<file path="config.mk">
export PLATFORM = sky130hd
export DESIGN_NAME = fvr_seq
export DESIGN_NICKNAME = d
export VERILOG_FILES = /design/src/hdl/fvr_pkg.sv /design/src/hdl/fvr_once_mem.sv /design/src/hdl/fvr_seq.sv
export SDC_FILE = /design/constraint.sdc
export NUM_CORES = 1
export LEC_CHECK = 0
export BUFFER_PORTS_ARGS = -buffer_cell sky130_fd_sc_hd__buf_2
export CORE_AREA = 10 10 236 327
export CTS_CLUSTER_DIAMETER = 50
export DETAILED_ROUTE_END_ITERATION = 10
export DIE_AREA = 0 0 246 337
export SYNTH_ARGS = -nofsm -noshare
export SYNTH_HDL_FRONTEND = slang
export SYNTH_SLANG_ARGS = --single-unit
</file>
<file path="constraint.sdc">
create_clock -name sys_clk -period 5.6 [get_ports sys_clk]
set_input_delay 0.84 -clock sys_clk [delete_from_list [all_inputs] [get_ports sys_clk]]
set_output_delay 0.84 -clock sys_clk [all_outputs]
set_load 0.01 [all_outputs]
</file>
<file path="src/hdl/fvr_pkg.sv">
// Package for the flash verify / read-once command sequencer.
// Assumes a 32-bit AHB-Lite register bus and one system clock.
package fvr_pkg;

    // Register byte offsets on the bus
    localparam logic [7:0] OFS_STATUS = 8'h00;
    localparam logic [7:0] OFS_INDEX = 8'h04;
    localparam logic [7:0] OFS_PARAM = 8'h08;

    // Status register bit positions
    localparam int BIT_DONE = 7;
    localparam int BIT_ACCESS_ERROR_FLAG = 5;
    localparam int BIT_PVIOL = 4;
    localparam int BIT_MG_HI = 1;
    localparam int BIT_MG_LO = 0;

    // Command codes, upper byte of parameter word 0
    localparam logic [7:0] CMD_VERIFY_BLOCK = 8'h02;
    localparam logic [7:0] CMD_VERIFY_SECTION = 8'h03;
    localparam logic [7:0] CMD_READ_ONCE = 8'h04;

    // Parameter index expected at launch
    localparam logic [2:0] IDX_BLOCK = 3'b001;
    localparam logic [2:0] IDX_SECTION = 3'b010;
    localparam logic [2:0] IDX_READ_ONCE = 3'b001;
    localparam logic [2:0] IDX_RESET = 3'b000;
    localparam int PARAM_WORDS = 6;
    localparam logic [15:0] PARAM_RESET = 16'h0000;

    // Phrase geometry and read-once field
    localparam int PHRASE_SHIFT = 3;
    localparam logic [2:0] PHRASE_ALIGN = 3'b000;
    localparam logic [15:0] ONCE_MAX_INDEX = 16'h0007;
    localparam int ONCE_PHRASES = 8;
    localparam int PHRASE_BITS = 64;
    localparam logic [63:0] ERASED_PHRASE = 64'hFFFF_FFFF_FFFF_FFFF;

    // Bus encodings
    localparam logic [2:0] HSIZE_WORD = 3'b010;
    localparam logic [31:0] HRDATA_RESET = 32'h0000_0000;

    typedef enum logic [2:0] {
        ST_IDLE = 3'b000,
        ST_ARRAY = 3'b001,
        ST_ONCE_FETCH = 3'b010,
        ST_ONCE_STORE = 3'b011
    } fvr_state_e;

endpackage

</file>
<file path="src/hdl/fvr_once_mem.sv">
// Small memory holding the eight one-time-programmable phrases.
// Assumes a single clock; read data come out of a register one cycle after the address.
`timescale 1ns/1ps
module fvr_once_mem #(
    parameter int WIDTH = 64,
    parameter int DEPTH = 8
) (
    input wire logic sys_clk,
    input wire logic resetn,
    input wire logic wr_en,
    input wire logic [$clog2(DEPTH)-1:0] wr_idx,
    input wire logic [WIDTH-1:0] wr_data,
    input wire logic [$clog2(DEPTH)-1:0] rd_idx,
    output logic [WIDTH-1:0] rd_data_q
);
    logic [WIDTH-1:0] mem [0:DEPTH-1];
    logic [WIDTH-1:0] rd_data_d;

    if (DEPTH < 2 || WIDTH < 1) begin : g_check
        $error("fvr_once_mem: depth must be at least 2");
    end

    always_comb begin
        rd_data_d = mem[rd_idx];
    end

    // Array has no reset: its content is non-volatile by intent
    always_ff @(posedge sys_clk) begin
        if (wr_en) begin
            mem[wr_idx] <= wr_data;
        end
    end

    always_ff @(posedge sys_clk or negedge resetn) begin
        if (!resetn) begin
            rd_data_q <= '0;
        end else begin
            rd_data_q <= rd_data_d;
        end
    end
endmodule // fvr_once_mem

</file>
<file path="src/hdl/fvr_seq.sv">
// Command sequencer for block verify, section verify and read-once commands.
// Assumes an AHB-Lite master on sys_clk and a flash array port on the same clock.
// Operation
// - Block verify code 0x02, address in words 0-1
// - Launch block verify, check erased, set done
// - Block not erased sets both verify bits
// - Block verify, read-once need index 001
// - Section verify needs index 010
// - Invalid 24-bit address sets access error
// - Read errors set hi, fatal errors lo
// - Section code 0x03, start, phrase count
// - Section verify sets both bits if dirty
// - Misaligned section start sets access error
// - Section past program-flash end is error
// - Mode forbids section or read-once: error
// - Read-once code 0x04, index 0 to 7
// - Read-once phrase lands in words 2-5
// - Read-once index out of range: error
// - Program-flash reads invalid during read-once
// - Illegal command sets error, not processed
//
// Design decisions made here: the AHB-Lite register port and the address map.
`timescale 1ns/1ps
module fvr_seq
    import fvr_pkg::*;
#(
    parameter logic [23:0] PF_BASE = 24'hFE_0000,
    parameter logic [23:0] PF_BYTES = 24'h02_0000,
    parameter logic [23:0] EE_BASE = 24'h10_0000,
    parameter logic [23:0] EE_BYTES = 24'h00_0200
) (
    input wire logic sys_clk,
    input wire logic resetn,
    input wire logic hsel,
    input wire logic [31:0] haddr,
    input wire logic [1:0] htrans,
    input wire logic hwrite,
    input wire logic [2:0] hsize,
    input wire logic [31:0] hwdata,
    input wire logic hready,
    output logic hreadyout,
    output logic hresp,
    output logic [31:0] hrdata,
    output logic arr_req,
    output logic [23:0] arr_addr,
    input wire logic [63:0] arr_rd_data,
    input wire logic arr_valid,
    input wire logic arr_ecc_err,
    input wire logic arr_ecc_fatal,
    input wire logic mode_permit,
    input wire logic once_wr_en,
    input wire logic [2:0] once_wr_idx,
    input wire logic [63:0] once_wr_data,
    output logic pflash_rd_invalid
);
    localparam logic [20:0] PF_PHRASES = PF_BYTES[23:3];
    localparam logic [20:0] EE_PHRASES = EE_BYTES[23:3];

    if (PF_BYTES[2:0] != 3'b000 || EE_BYTES[2:0] != 3'b000 || PF_PHRASES == 21'd0
            || EE_PHRASES == 21'd0) begin : g_check
        $error("fvr_seq: flash sizes must be whole nonzero phrases");
    end

    function automatic logic in_range(input logic [23:0] a, input logic [23:0] base,
                                      input logic [23:0] bytes);
        logic [24:0] lim;
        lim = {1'b0, base} + {1'b0, bytes};
        in_range = ({1'b0, a} >= {1'b0, base}) && ({1'b0, a} < lim);
    endfunction

    fvr_state_e state_q, state_d;
    logic done_q, done_d;
    logic access_error_flag_q, access_error_flag_d;
    logic mg_hi_q, mg_hi_d;
    logic mg_lo_q, mg_lo_d;
    logic [2:0] index_q, index_d;
    logic [15:0] params_q [0:PARAM_WORDS-1];
    logic [15:0] params_d [0:PARAM_WORDS-1];
    logic [23:0] cur_addr_q, cur_addr_d;
    logic [20:0] remain_q, remain_d;
    logic [31:0] hrdata_q, hrdata_d;
    logic wr_pend_q, wr_pend_d;
    logic [7:0] wr_ofs_q, wr_ofs_d;
    logic mode_meta_q, mode_sync_q;
    logic [63:0] once_rd_data;

    logic accept;
    logic [7:0] cmd_code;
    logic [23:0] cmd_addr;
    logic [24:0] sect_end;
    logic [24:0] pf_end;
    logic launch;
    logic launch_err;
    logic [31:0] status_word;

    fvr_once_mem #(
        .WIDTH(PHRASE_BITS),
        .DEPTH(ONCE_PHRASES)
    ) u_once (
        .sys_clk(sys_clk),
        .resetn(resetn),
        .wr_en(once_wr_en),
        .wr_idx(once_wr_idx),
        .wr_data(once_wr_data),
        .rd_idx(params_q[1][2:0]),
        .rd_data_q(once_rd_data)
    );

    // Zero-wait slave: every transfer completes in its first data cycle
    assign hreadyout = 1'b1;
    assign hresp = 1'b0;
    assign hrdata = hrdata_q;
    assign arr_req = (state_q == ST_ARRAY);
    assign arr_addr = cur_addr_q;
    assign pflash_rd_invalid = (state_q == ST_ONCE_FETCH) || (state_q == ST_ONCE_STORE);

    assign accept = hsel && hready && htrans[1];
    assign cmd_code = params_q[0][15:8];
    assign cmd_addr = {params_q[0][7:0], params_q[1]};
    assign sect_end = {1'b0, cmd_addr} + {6'b00_0000, params_q[2], 3'b000};
    assign pf_end = {1'b0, PF_BASE} + {1'b0, PF_BYTES};

    // Protection violation never set by these commands
    always_comb begin
        status_word = '0;
        status_word[BIT_DONE] = done_q;
        status_word[BIT_ACCESS_ERROR_FLAG] = access_error_flag_q;
        status_word[BIT_PVIOL] = 1'b0;
        status_word[BIT_MG_HI] = mg_hi_q;
        status_word[BIT_MG_LO] = mg_lo_q;
    end

    // Launch takes the pre-write flags: a write clearing errors cannot also launch
    assign launch = wr_pend_q && (wr_ofs_q == OFS_STATUS) && hwdata[BIT_DONE] && done_q
                    && !access_error_flag_q;

    always_comb begin
        launch_err = 1'b1;
        unique case (cmd_code)
            CMD_VERIFY_BLOCK: begin
                launch_err = (index_q != IDX_BLOCK)
                    || !(in_range(cmd_addr, PF_BASE, PF_BYTES)
                    || in_range(cmd_addr, EE_BASE, EE_BYTES));
            end
            CMD_VERIFY_SECTION: begin
                launch_err = (index_q != IDX_SECTION)
                    || !mode_sync_q
                    || !in_range(cmd_addr, PF_BASE, PF_BYTES)
                    || (cmd_addr[2:0] != PHRASE_ALIGN)
                    || (params_q[2] == 16'h0000)
                    || (sect_end > pf_end);
            end
            CMD_READ_ONCE: begin
                launch_err = (index_q != IDX_READ_ONCE)
                    || !mode_sync_q
                    || (params_q[1] > ONCE_MAX_INDEX);
            end
            default: begin
                launch_err = 1'b1;
            end
        endcase
    end

    always_comb begin
        state_d = state_q;
        done_d = done_q;
        access_error_flag_d = access_error_flag_q;
        mg_hi_d = mg_hi_q;
        mg_lo_d = mg_lo_q;
        index_d = index_q;
        params_d = params_q;
        cur_addr_d = cur_addr_q;
        remain_d = remain_q;
        wr_pend_d = accept && hwrite && (hsize == HSIZE_WORD);
        wr_ofs_d = haddr[7:0];
        hrdata_d = hrdata_q;

        if (accept && !hwrite) begin
            unique case (haddr[7:0])
                OFS_STATUS: hrdata_d = status_word;
                OFS_INDEX: hrdata_d = {29'h0000_0000, index_q};
                OFS_PARAM: hrdata_d = (index_q < 3'(PARAM_WORDS)) ?
                                      {16'h0000, params_q[index_q]} : HRDATA_RESET;
                default: hrdata_d = HRDATA_RESET;
            endcase
        end

        // Software writes; parameters are frozen while a command runs
        if (wr_pend_q) begin
            unique case (wr_ofs_q)
                OFS_STATUS: begin
                    if (hwdata[BIT_ACCESS_ERROR_FLAG]) begin
                        access_error_flag_d = 1'b0;
                    end
                end
                OFS_INDEX: begin
                    if (done_q) begin
                        index_d = hwdata[2:0];
                    end
                end
                OFS_PARAM: begin
                    if (done_q && index_q < 3'(PARAM_WORDS)) begin
                        params_d[index_q] = hwdata[15:0];
                    end
                end
                default: begin
                end
            endcase
        end

        if (launch) begin
            mg_hi_d = 1'b0;
            mg_lo_d = 1'b0;
            if (launch_err) begin
                access_error_flag_d = 1'b1;
            end else begin
                done_d = 1'b0;
                unique case (cmd_code)
                    CMD_VERIFY_BLOCK: begin
                        state_d = ST_ARRAY;
                        if (in_range(cmd_addr, PF_BASE, PF_BYTES)) begin
                            cur_addr_d = PF_BASE;
                            remain_d = PF_PHRASES;
                        end else begin
                            cur_addr_d = EE_BASE;
                            remain_d = EE_PHRASES;
                        end
                    end
                    CMD_VERIFY_SECTION: begin
                        state_d = ST_ARRAY;
                        cur_addr_d = cmd_addr;
                        remain_d = {5'b0_0000, params_q[2]};
                    end
                    default: begin
                        state_d = ST_ONCE_FETCH;
                    end
                endcase
            end
        end

        unique case (state_q)
            ST_IDLE: begin
            end
            ST_ARRAY: begin
                if (arr_valid) begin
                    if (arr_ecc_err) begin
                        mg_hi_d = 1'b1;
                    end
                    if (arr_ecc_fatal) begin
                        mg_lo_d = 1'b1;
                    end
                    if (arr_rd_data != ERASED_PHRASE) begin
                        mg_hi_d = 1'b1;
                        mg_lo_d = 1'b1;
                    end
                    cur_addr_d = cur_addr_q + 24'(1 << PHRASE_SHIFT);
                    remain_d = remain_q - 21'd1;
                    if (remain_q == 21'd1) begin
                        state_d = ST_IDLE;
                        done_d = 1'b1;
                    end
                end
            end
            ST_ONCE_FETCH: begin
                // Memory output register is valid one cycle after the index
                state_d = ST_ONCE_STORE;
            end
            ST_ONCE_STORE: begin
                params_d[2] = once_rd_data[63:48];
                params_d[3] = once_rd_data[47:32];
                params_d[4] = once_rd_data[31:16];
                params_d[5] = once_rd_data[15:0];
                state_d = ST_IDLE;
                done_d = 1'b1;
            end
            default: begin
                state_d = ST_IDLE;
            end
        endcase
    end

    always_ff @(posedge sys_clk or negedge resetn) begin
        if (!resetn) begin
            mode_meta_q <= 1'b0;
            mode_sync_q <= 1'b0;
        end else begin
            mode_meta_q <= mode_permit;
            mode_sync_q <= mode_meta_q;
        end
    end

    always_ff @(posedge sys_clk or negedge resetn) begin
        if (!resetn) begin
            state_q <= ST_IDLE;
            done_q <= 1'b1;
            access_error_flag_q <= 1'b0;
            mg_hi_q <= 1'b0;
            mg_lo_q <= 1'b0;
            index_q <= IDX_RESET;
            for (int i = 0; i < PARAM_WORDS; i++) begin
                params_q[i] <= PARAM_RESET;
            end
            cur_addr_q <= '0;
            remain_q <= '0;
            hrdata_q <= HRDATA_RESET;
            wr_pend_q <= 1'b0;
            wr_ofs_q <= '0;
        end else begin
            state_q <= state_d;
            done_q <= done_d;
            access_error_flag_q <= access_error_flag_d;
            mg_hi_q <= mg_hi_d;
            mg_lo_q <= mg_lo_d;
            index_q <= index_d;
            params_q <= params_d;
            cur_addr_q <= cur_addr_d;
            remain_q <= remain_d;
            hrdata_q <= hrdata_d;
            wr_pend_q <= wr_pend_d;
            wr_ofs_q <= wr_ofs_d;
        end
    end
endmodule // fvr_seq

</file>
==> results.md, run 1 <==
* Crit path capture type: flop
* Commonest non-fill, non-tap cells in the layout: 512 x edfxtp_1, 237 x dfrtp_1, 209 x buf_2
* Yosys reg bits at 754
* Slew @ Worst Pin at 1.17 ns
* Total power at 11.5 mW
* Die width at 246 um
* Total clock sinks at 754
* Via density at 5.76
* Avg Cell Area, Syn at 15.9 um^2
* Resized cells post-CTS at 0
* Cell area after synthesis at 0.0316 mm^2
* CP arrival at 5.16 ns
* Routed WL per cell at 25.9 um
* Async SR Flop Fraction at 32.1%
* Pwr dens at 315 mW/mm^2
* Antenna-violating nets left at 0
* I/O pin cnt at 270
* Die height at 337 um
* Hold slack at 0.270 ns
* WS Path Type: flop to flop
* DRT Pass-1 Iters at 5
* Worst EP required at 6.11 ns
* Tightest Hold Check Type: primary input to asynchronous set/reset pin
* Clock Skews at 0.0154 ns
* Crit start category: flop
* Area delta synth->final at 14.7%
* Residual DRC at 0
* RSZ-0062 raised after global routing: no
* Post-CTS Setup Repair Bufs at 0
* Post-DP HPWL at 54.3 mm
* Fin. Hold Viols at 0
* Starting DRC count in detailed routing at 1330
* Core Footprint at 0.0713 mm^2
* Longest Clk Path Bufs at 3
* Share of cells above drive strength 1 at 28.5%
* Max-cap viol count at 0
* Commonest non-fill, non-tap cell in the layout: edfxtp_1
* CTS Buf Count at 74
* Filler instances at 5953
* Peak VDD IR at 0.203 mV
* Final setup violation count at 0
* Sequential share of the synthesized area at 67.8%
* Clk slew on worst S/H paths at 0.06 ns
* Leakage power figure at 12.9 nW
* Total length of routed wires at 83.9 mm
* CTS Hold Bufs at 0
* Yosys Warn Count at 0
* Vias at 18600
* Initial antenna violation count at 15
* Largest net degree at the start of global routing at 107
* Worst-skew pair later-pin latency at 0.63 ns
* Rel. slew slack at 21.7%
* Tot GR Track Use at 20.2%
* Port Buf Inserts at 210
* Initial Util at 44.4%
* GPL Wtd Cong at 0.922
* Max Clk Rate at 215 MHz
* Synthesized instance count at 1994
* Most used DFF post-synth: edfxtp_1
* Synth top area share at 48.6%
* Crit path max fanout at 10
* Period minus WS final at 4.65 ns
* Largest cells by area after synthesis: edfxtp_1 49%, dfrtp_1 19%, mux4_2 9.1%, mux2_2 4.0%, mux2i_1 2.7%
* Number of synthesized flops with an enable pin at 512
* First-pass GRT wire length at 125 mm
* Clock Tree Root: clkbuf_16
* Gr ovfl total at 0
* Sum of negative setup slack at 0 ns
* Slew Limit Fails at 0
* H-Tree Depth at 3
* Vias in the first global route at 19300
* Tcrit/Tclk final at 83.1%
* Area leader, netlist: edfxtp_1
* Nets at 2459
* Num rows at 116
* Die area at 0.0829 mm^2
* CTS tree: done
* Synth unique cells at 90
* Status: complete, no violations
-- critical path, cell delays in order (launching register included) --
cell,delay (ns)
dfrtp_1,0.55
ha_1,0.26
inv_1,0.07
fa_1,0.44
xor2_1,0.18
nand4_1,0.12
or4b_4,0.56
a2111oi_4,0.31
o211ai_1,0.15
nor4_2,0.40
a41oi_2,0.46
nor2_1,0.31
nor2_1,0.28
a221o_1,0.42
-- metrics by stage --
step	setup slack (ns)	area (um^2)	instances	utilization, %
after detailed placement	0.998	33900	3097	47.5
after global routing	0.781	36300	3234	50.9
final	0.949	36300	3235	50.9
after global placement	1.06	33900	3097	47.5
after floorplan	1.38	31700	2011	-
after CTS	0.962	36300	3234	50.9
-- flip-flops by register name, indices dropped and copies added (netlist names) --
register / count
wr_ofs_q: 8
access_error_flag_q: 1
mg_lo_q: 1
hrdata: 16
wr_pend_q: 1
arr_addr: 24
index_q: 3
u_once.mem: 512
cmd_code: 8
u_once.rd_data_q: 64
done_q: 1
mode_sync_q: 1
mode_meta_q: 1
cmd_addr: 24
state_q: 3
remain_q: 21
params_q: 64
mg_hi_q: 1
-- cells in the mapped netlist, drive strengths merged (9+ instances only) --
| cell type | number |
|---|---|
| o211ai | 15 |
| nor2b | 12 |
| o21ai | 68 |
| nor4 | 22 |
| a221oi | 11 |
| and3 | 19 |
| mux2i | 86 |
| inv | 14 |
| nand4 | 35 |
| buf | 46 |
| ha | 19 |
| nor3 | 27 |
| dfrtp | 241 |
| a211o | 10 |
| nand2 | 94 |
| a21o | 16 |
| clkbuf | 66 |
| or3 | 15 |
| nor2 | 158 |
| nand3 | 24 |
| a21oi | 107 |
| mux2 | 111 |
| a221o | 9 |
| mux4 | 128 |
| edfxtp | 512 |
-- area by class of cell --
type	count	area, um^2	area share (%)
flip-flops and latches	754	21400	59.1
multi-input cells	1131	9780	26.9
clock buffers	90	1940	5.35
repair buffers	254	1420	3.90
well taps	944	1180	3.25
clock inverters	47	477	1.31
inverters	14	52.6	0.145
diodes	1	2.50	0.00689
-- cells by family after synthesis --
kind of cell,after synthesis,synth area share (%)
XOR/XNOR,13,0.360
other,2,0.0237
multiplexers,325,15.8
AND/OR/NAND/NOR,450,7.10
flip-flops,754,67.8
AO/OA/AOI/OAI,304,6.31
buffers and inverters,126,1.85
adder cells (fa/ha/maj),20,0.815
-- power by group --
group,internal (mW),switching [mW],total [mW]
combinational,0.126,0.242,0.368
sequential,6.12,0.0459,6.16
clock,2.76,2.16,4.92
-- path summary, 6_finish.rpt --
kind / depth (start not counted) / startpoint / end / slack (ns)
setup / recovery: 13 / params_q[48] / remain_q[4] / 0.95
hold / removal: 1 / resetn / cmd_addr[12] / 0.27
setup reg to reg: 13 / params_q[48] / remain_q[4] / 0.95
hold reg to reg: 0 / mode_meta_q / mode_sync_q / 0.35
max in group asynchronous: 2 / resetn / index_q[0] / 4.06
min in group sys_clk: 1 / haddr[5] / wr_ofs_q[5] / 0.33
-- layer usage --
layer  global-route usage, %  wire, um  vias up
li1                        -         -     8271
met1                    24.8     33500     9604
met2                    34.3     42400      561
met3                    3.65      4300      175
met4                    9.47      3540       20
met5                       0       123        -
(Power assumes the default switching activity.)
==> run 2: changes to the inputs <==
- clock period: 5.6 -> 4.2 ns (I/O delays scaled with it)
==> run 2 against run 1 <==
Clock skew increased by 0.0030 ns. Total power grew 34%. Maximum frequency grew 15%. Wire length is 0.84% higher. Design area increased by 1.8%. Register-to-register slack got worse by 0.78 ns. Via count rose by 1.0%.
==> results.md, run 2 (synthesis gave the netlist of run 1 again) <==
* Tot GR Track Use at 20.4% (was 20.2%)
* Slew @ Worst Pin at 1.03 ns (was 1.17 ns)
* Filler instances at 5926 (was 5953)
* Die height at 337 um (unchanged)
* I/O pin cnt at 270 (unchanged)
* Status: complete, no violations (unchanged)
* Antenna-violating nets left at 0 (unchanged)
* CP arrival at 4.59 ns (was 5.16 ns)
* Reg with most FFs: u_once.mem (unchanged)
* Clock Tree Root: clkbuf_16 (unchanged)
* GPL Wtd Cong at 0.937 (was 0.922)
* Reg2Reg Depth at 14 (was 13)
* Final instance area at 0.0369 mm^2 (was 0.0363 mm^2)
* Gr ovfl total at 0 (unchanged)
* Rel. slew slack at 31.5% (was 21.7%)
* Worst EP required at 4.76 ns (was 6.11 ns)
* Sum of negative setup slack at 0 ns (unchanged)
* CTS Hold Bufs at 0 (unchanged)
* Routed WL per cell at 25.6 um (was 25.9 um)
* Clk slew on worst S/H paths at 0.06 ns (about the same)
* CTS tree: done (unchanged)
* Final setup violation count at 0 (unchanged)
* Via density at 5.71 (was 5.76)
* RSZ-0062 raised after global routing: no (unchanged)
* Final Instance Count excl. Fillers at 3299 (was 3235)
* Initial Util at 44.4% (unchanged)
* Multi-input logic area at 0.00978 mm^2 (about the same)
* Num rows at 116 (unchanged)
* Post-DP HPWL at 55.4 mm (was 54.3 mm)
* Initial antenna violation count at 19 (was 15)
* Crit start category: flop (unchanged)
* Starting DRC count in detailed routing at 1121 (was 1330)
* Slew Limit Fails at 0 (unchanged)
* FF-to-FF Start: cmd_addr[3] (was params_q[48])
* Placement-stage cell area at 0.0345 mm^2 (was 0.0339 mm^2)
* First-pass GRT wire length at 127 mm (was 125 mm)
* DRT Pass-1 Iters at 5 (unchanged)
* Largest net degree at the start of global routing at 131 (was 107)
* Max Clk Rate at 248 MHz (was 215 MHz)
* Peak VDD IR at 0.265 mV (was 0.203 mV)
* Fin. Hold Viols at 0 (unchanged)
* Worst-skew pair later-pin latency at 0.63 ns (about the same)
* Port Buf Inserts at 210 (unchanged)
* Vias in the first global route at 19900 (was 19300)
* Longest Clk Path Bufs at 3 (unchanged)
* Largest registers: u_once.mem: 512 flops, params_q: 64 flops, u_once.rd_data_q: 64 flops (unchanged)
* Post-layout util at 51.8% (was 50.9%)
* H-Tree Depth at 3 (unchanged)
* Crit path max fanout at 4 (was 10)
* Tcrit/Tclk final at 95.9% (was 83.1%)
* Total length of routed wires at 84.6 mm (was 83.9 mm)
* Die width at 246 um (unchanged)
* CTS Buf Count at 75 (was 74)
* Die area at 0.0829 mm^2 (unchanged)
* Clock Skews at 0.0184 ns (was 0.0154 ns)
* Sequential Area at 0.0214 mm^2 (unchanged)
* Total clock sinks at 754 (unchanged)
* Max reg flops at 512 (unchanged)
* Max-cap viol count at 0 (unchanged)
* DP Cell Count at 3156 (was 3097)
* Share of cells above drive strength 1 at 30.3% (was 28.5%)
* Reg-to-Reg End: remain_q[6] (was remain_q[4])
* Nets at 2519 (was 2459)
* Vias at 18800 (was 18600)
* Crit path capture type: flop (unchanged)
* Flop-to-flop setup slack at 0.17 ns (was 0.95 ns)
* Commonest non-fill, non-tap cell in the layout: edfxtp_1 (unchanged)
* Pwr dens at 416 mW/mm^2 (was 315 mW/mm^2)
* Leakage power figure at 13.2 nW (was 12.9 nW)
* Area delta synth->final at 16.8% (was 14.7%)
* Tightest Hold Check Type: primary input to asynchronous set/reset pin (unchanged)
* WS Path Type: flop to flop (unchanged)
* Core Footprint at 0.0713 mm^2 (unchanged)
* Commonest non-fill, non-tap cells in the layout: 512 x edfxtp_1, 237 x dfrtp_1, 209 x buf_2 (unchanged)
* Period minus WS final at 4.03 ns (was 4.65 ns)
* Residual DRC at 0 (unchanged)
-- run 2: cell count changes in the layout (fill, tap and decap cells not counted), sizes merged --
cell	previous run	this run
clkinv	30	19
buf	254	313
bufinv	5	4
clkinvlp	3	9
inv	23	21
clkbuf	90	100
diode	1	4
-- run 2: timing repair --
action | 4_1_cts | 5_1_grt
setup buffers | 0 | 0
setup endpoints to repair | 0 | 3
resized for setup | 0 | 1
-- run 2: power by group --
| group | switching [mW] | total [mW] | internal (mW) |
|---|---|---|---|
| registers | 0.0580 | 8.22 | 8.16 |
| logic | 0.329 | 0.513 | 0.184 |
| clock network | 2.84 | 6.66 | 3.82 |
-- run 2: stage by stage --
step                setup WS (ns)  hold WS (ns)  power [mW]
finish                      0.172        0.0761        15.4
global route               0.0194        0.0980        15.9
detailed placement          0.199         0.342        8.89
global placement            0.176         0.343        8.87
CTS                         0.181        0.0807        15.5
floorplan                   0.193         0.331        8.55
-- run 2: worst max-delay path by stage --
| stage | start | depth (start not counted) | endpoint | slack [ns] |
|---|---|---|---|---|
| final | cmd_addr[3] | 14 | remain_q[6] | 0.17 |
| after global placement | params_q[48] | 14 | remain_q[6] | 0.18 |
| after CTS | params_q[48] | 14 | remain_q[6] | 0.18 |
| after detailed placement | cmd_addr[3] | 15 | remain_q[13] | 0.20 |
| after global routing | cmd_addr[3] | 15 | remain_q[6] | 0.02 |
| after floorplan | once_wr_idx[1] | 2 | u_once.mem[4][0] | 0.19 |
-- run 2: final cells by class --
class,count,share of cell area (%)
inverter,14,0.142
multi-input combinational,1131,26.5
clock buffer,100,5.70
tap,944,3.20
timing repair buffer,313,5.41
antenna,4,0.0271
clock inverter,39,0.992
sequential,754,58.1
-- run 2: metal layers --
layer / GRT usage [%] / vias to the layer above / part of all wire, %
li1: - / 8397 / -
met1: 24.8 / 9719 / 40
met2: 34.8 / 507 / 51
met3: 3.65 / 182 / 4.7
met4: 9.14 / 18 / 4.0
met5: 0 / - / 0.14
-- run 2: critical path, stage by stage (launching register included) --
cell,delay [ns]
dfrtp_1,0.35
ha_1,0.17
inv_1,0.06
fa_1,0.44
xor2_1,0.19
nand4_1,0.14
or4b_4,0.58
a2111oi_4,0.32
o211ai_1,0.15
nor4_2,0.23
buf_4,0.18
a21oi_2,0.06
or4_1,0.55
o41ai_2,0.36
and3_1,0.19
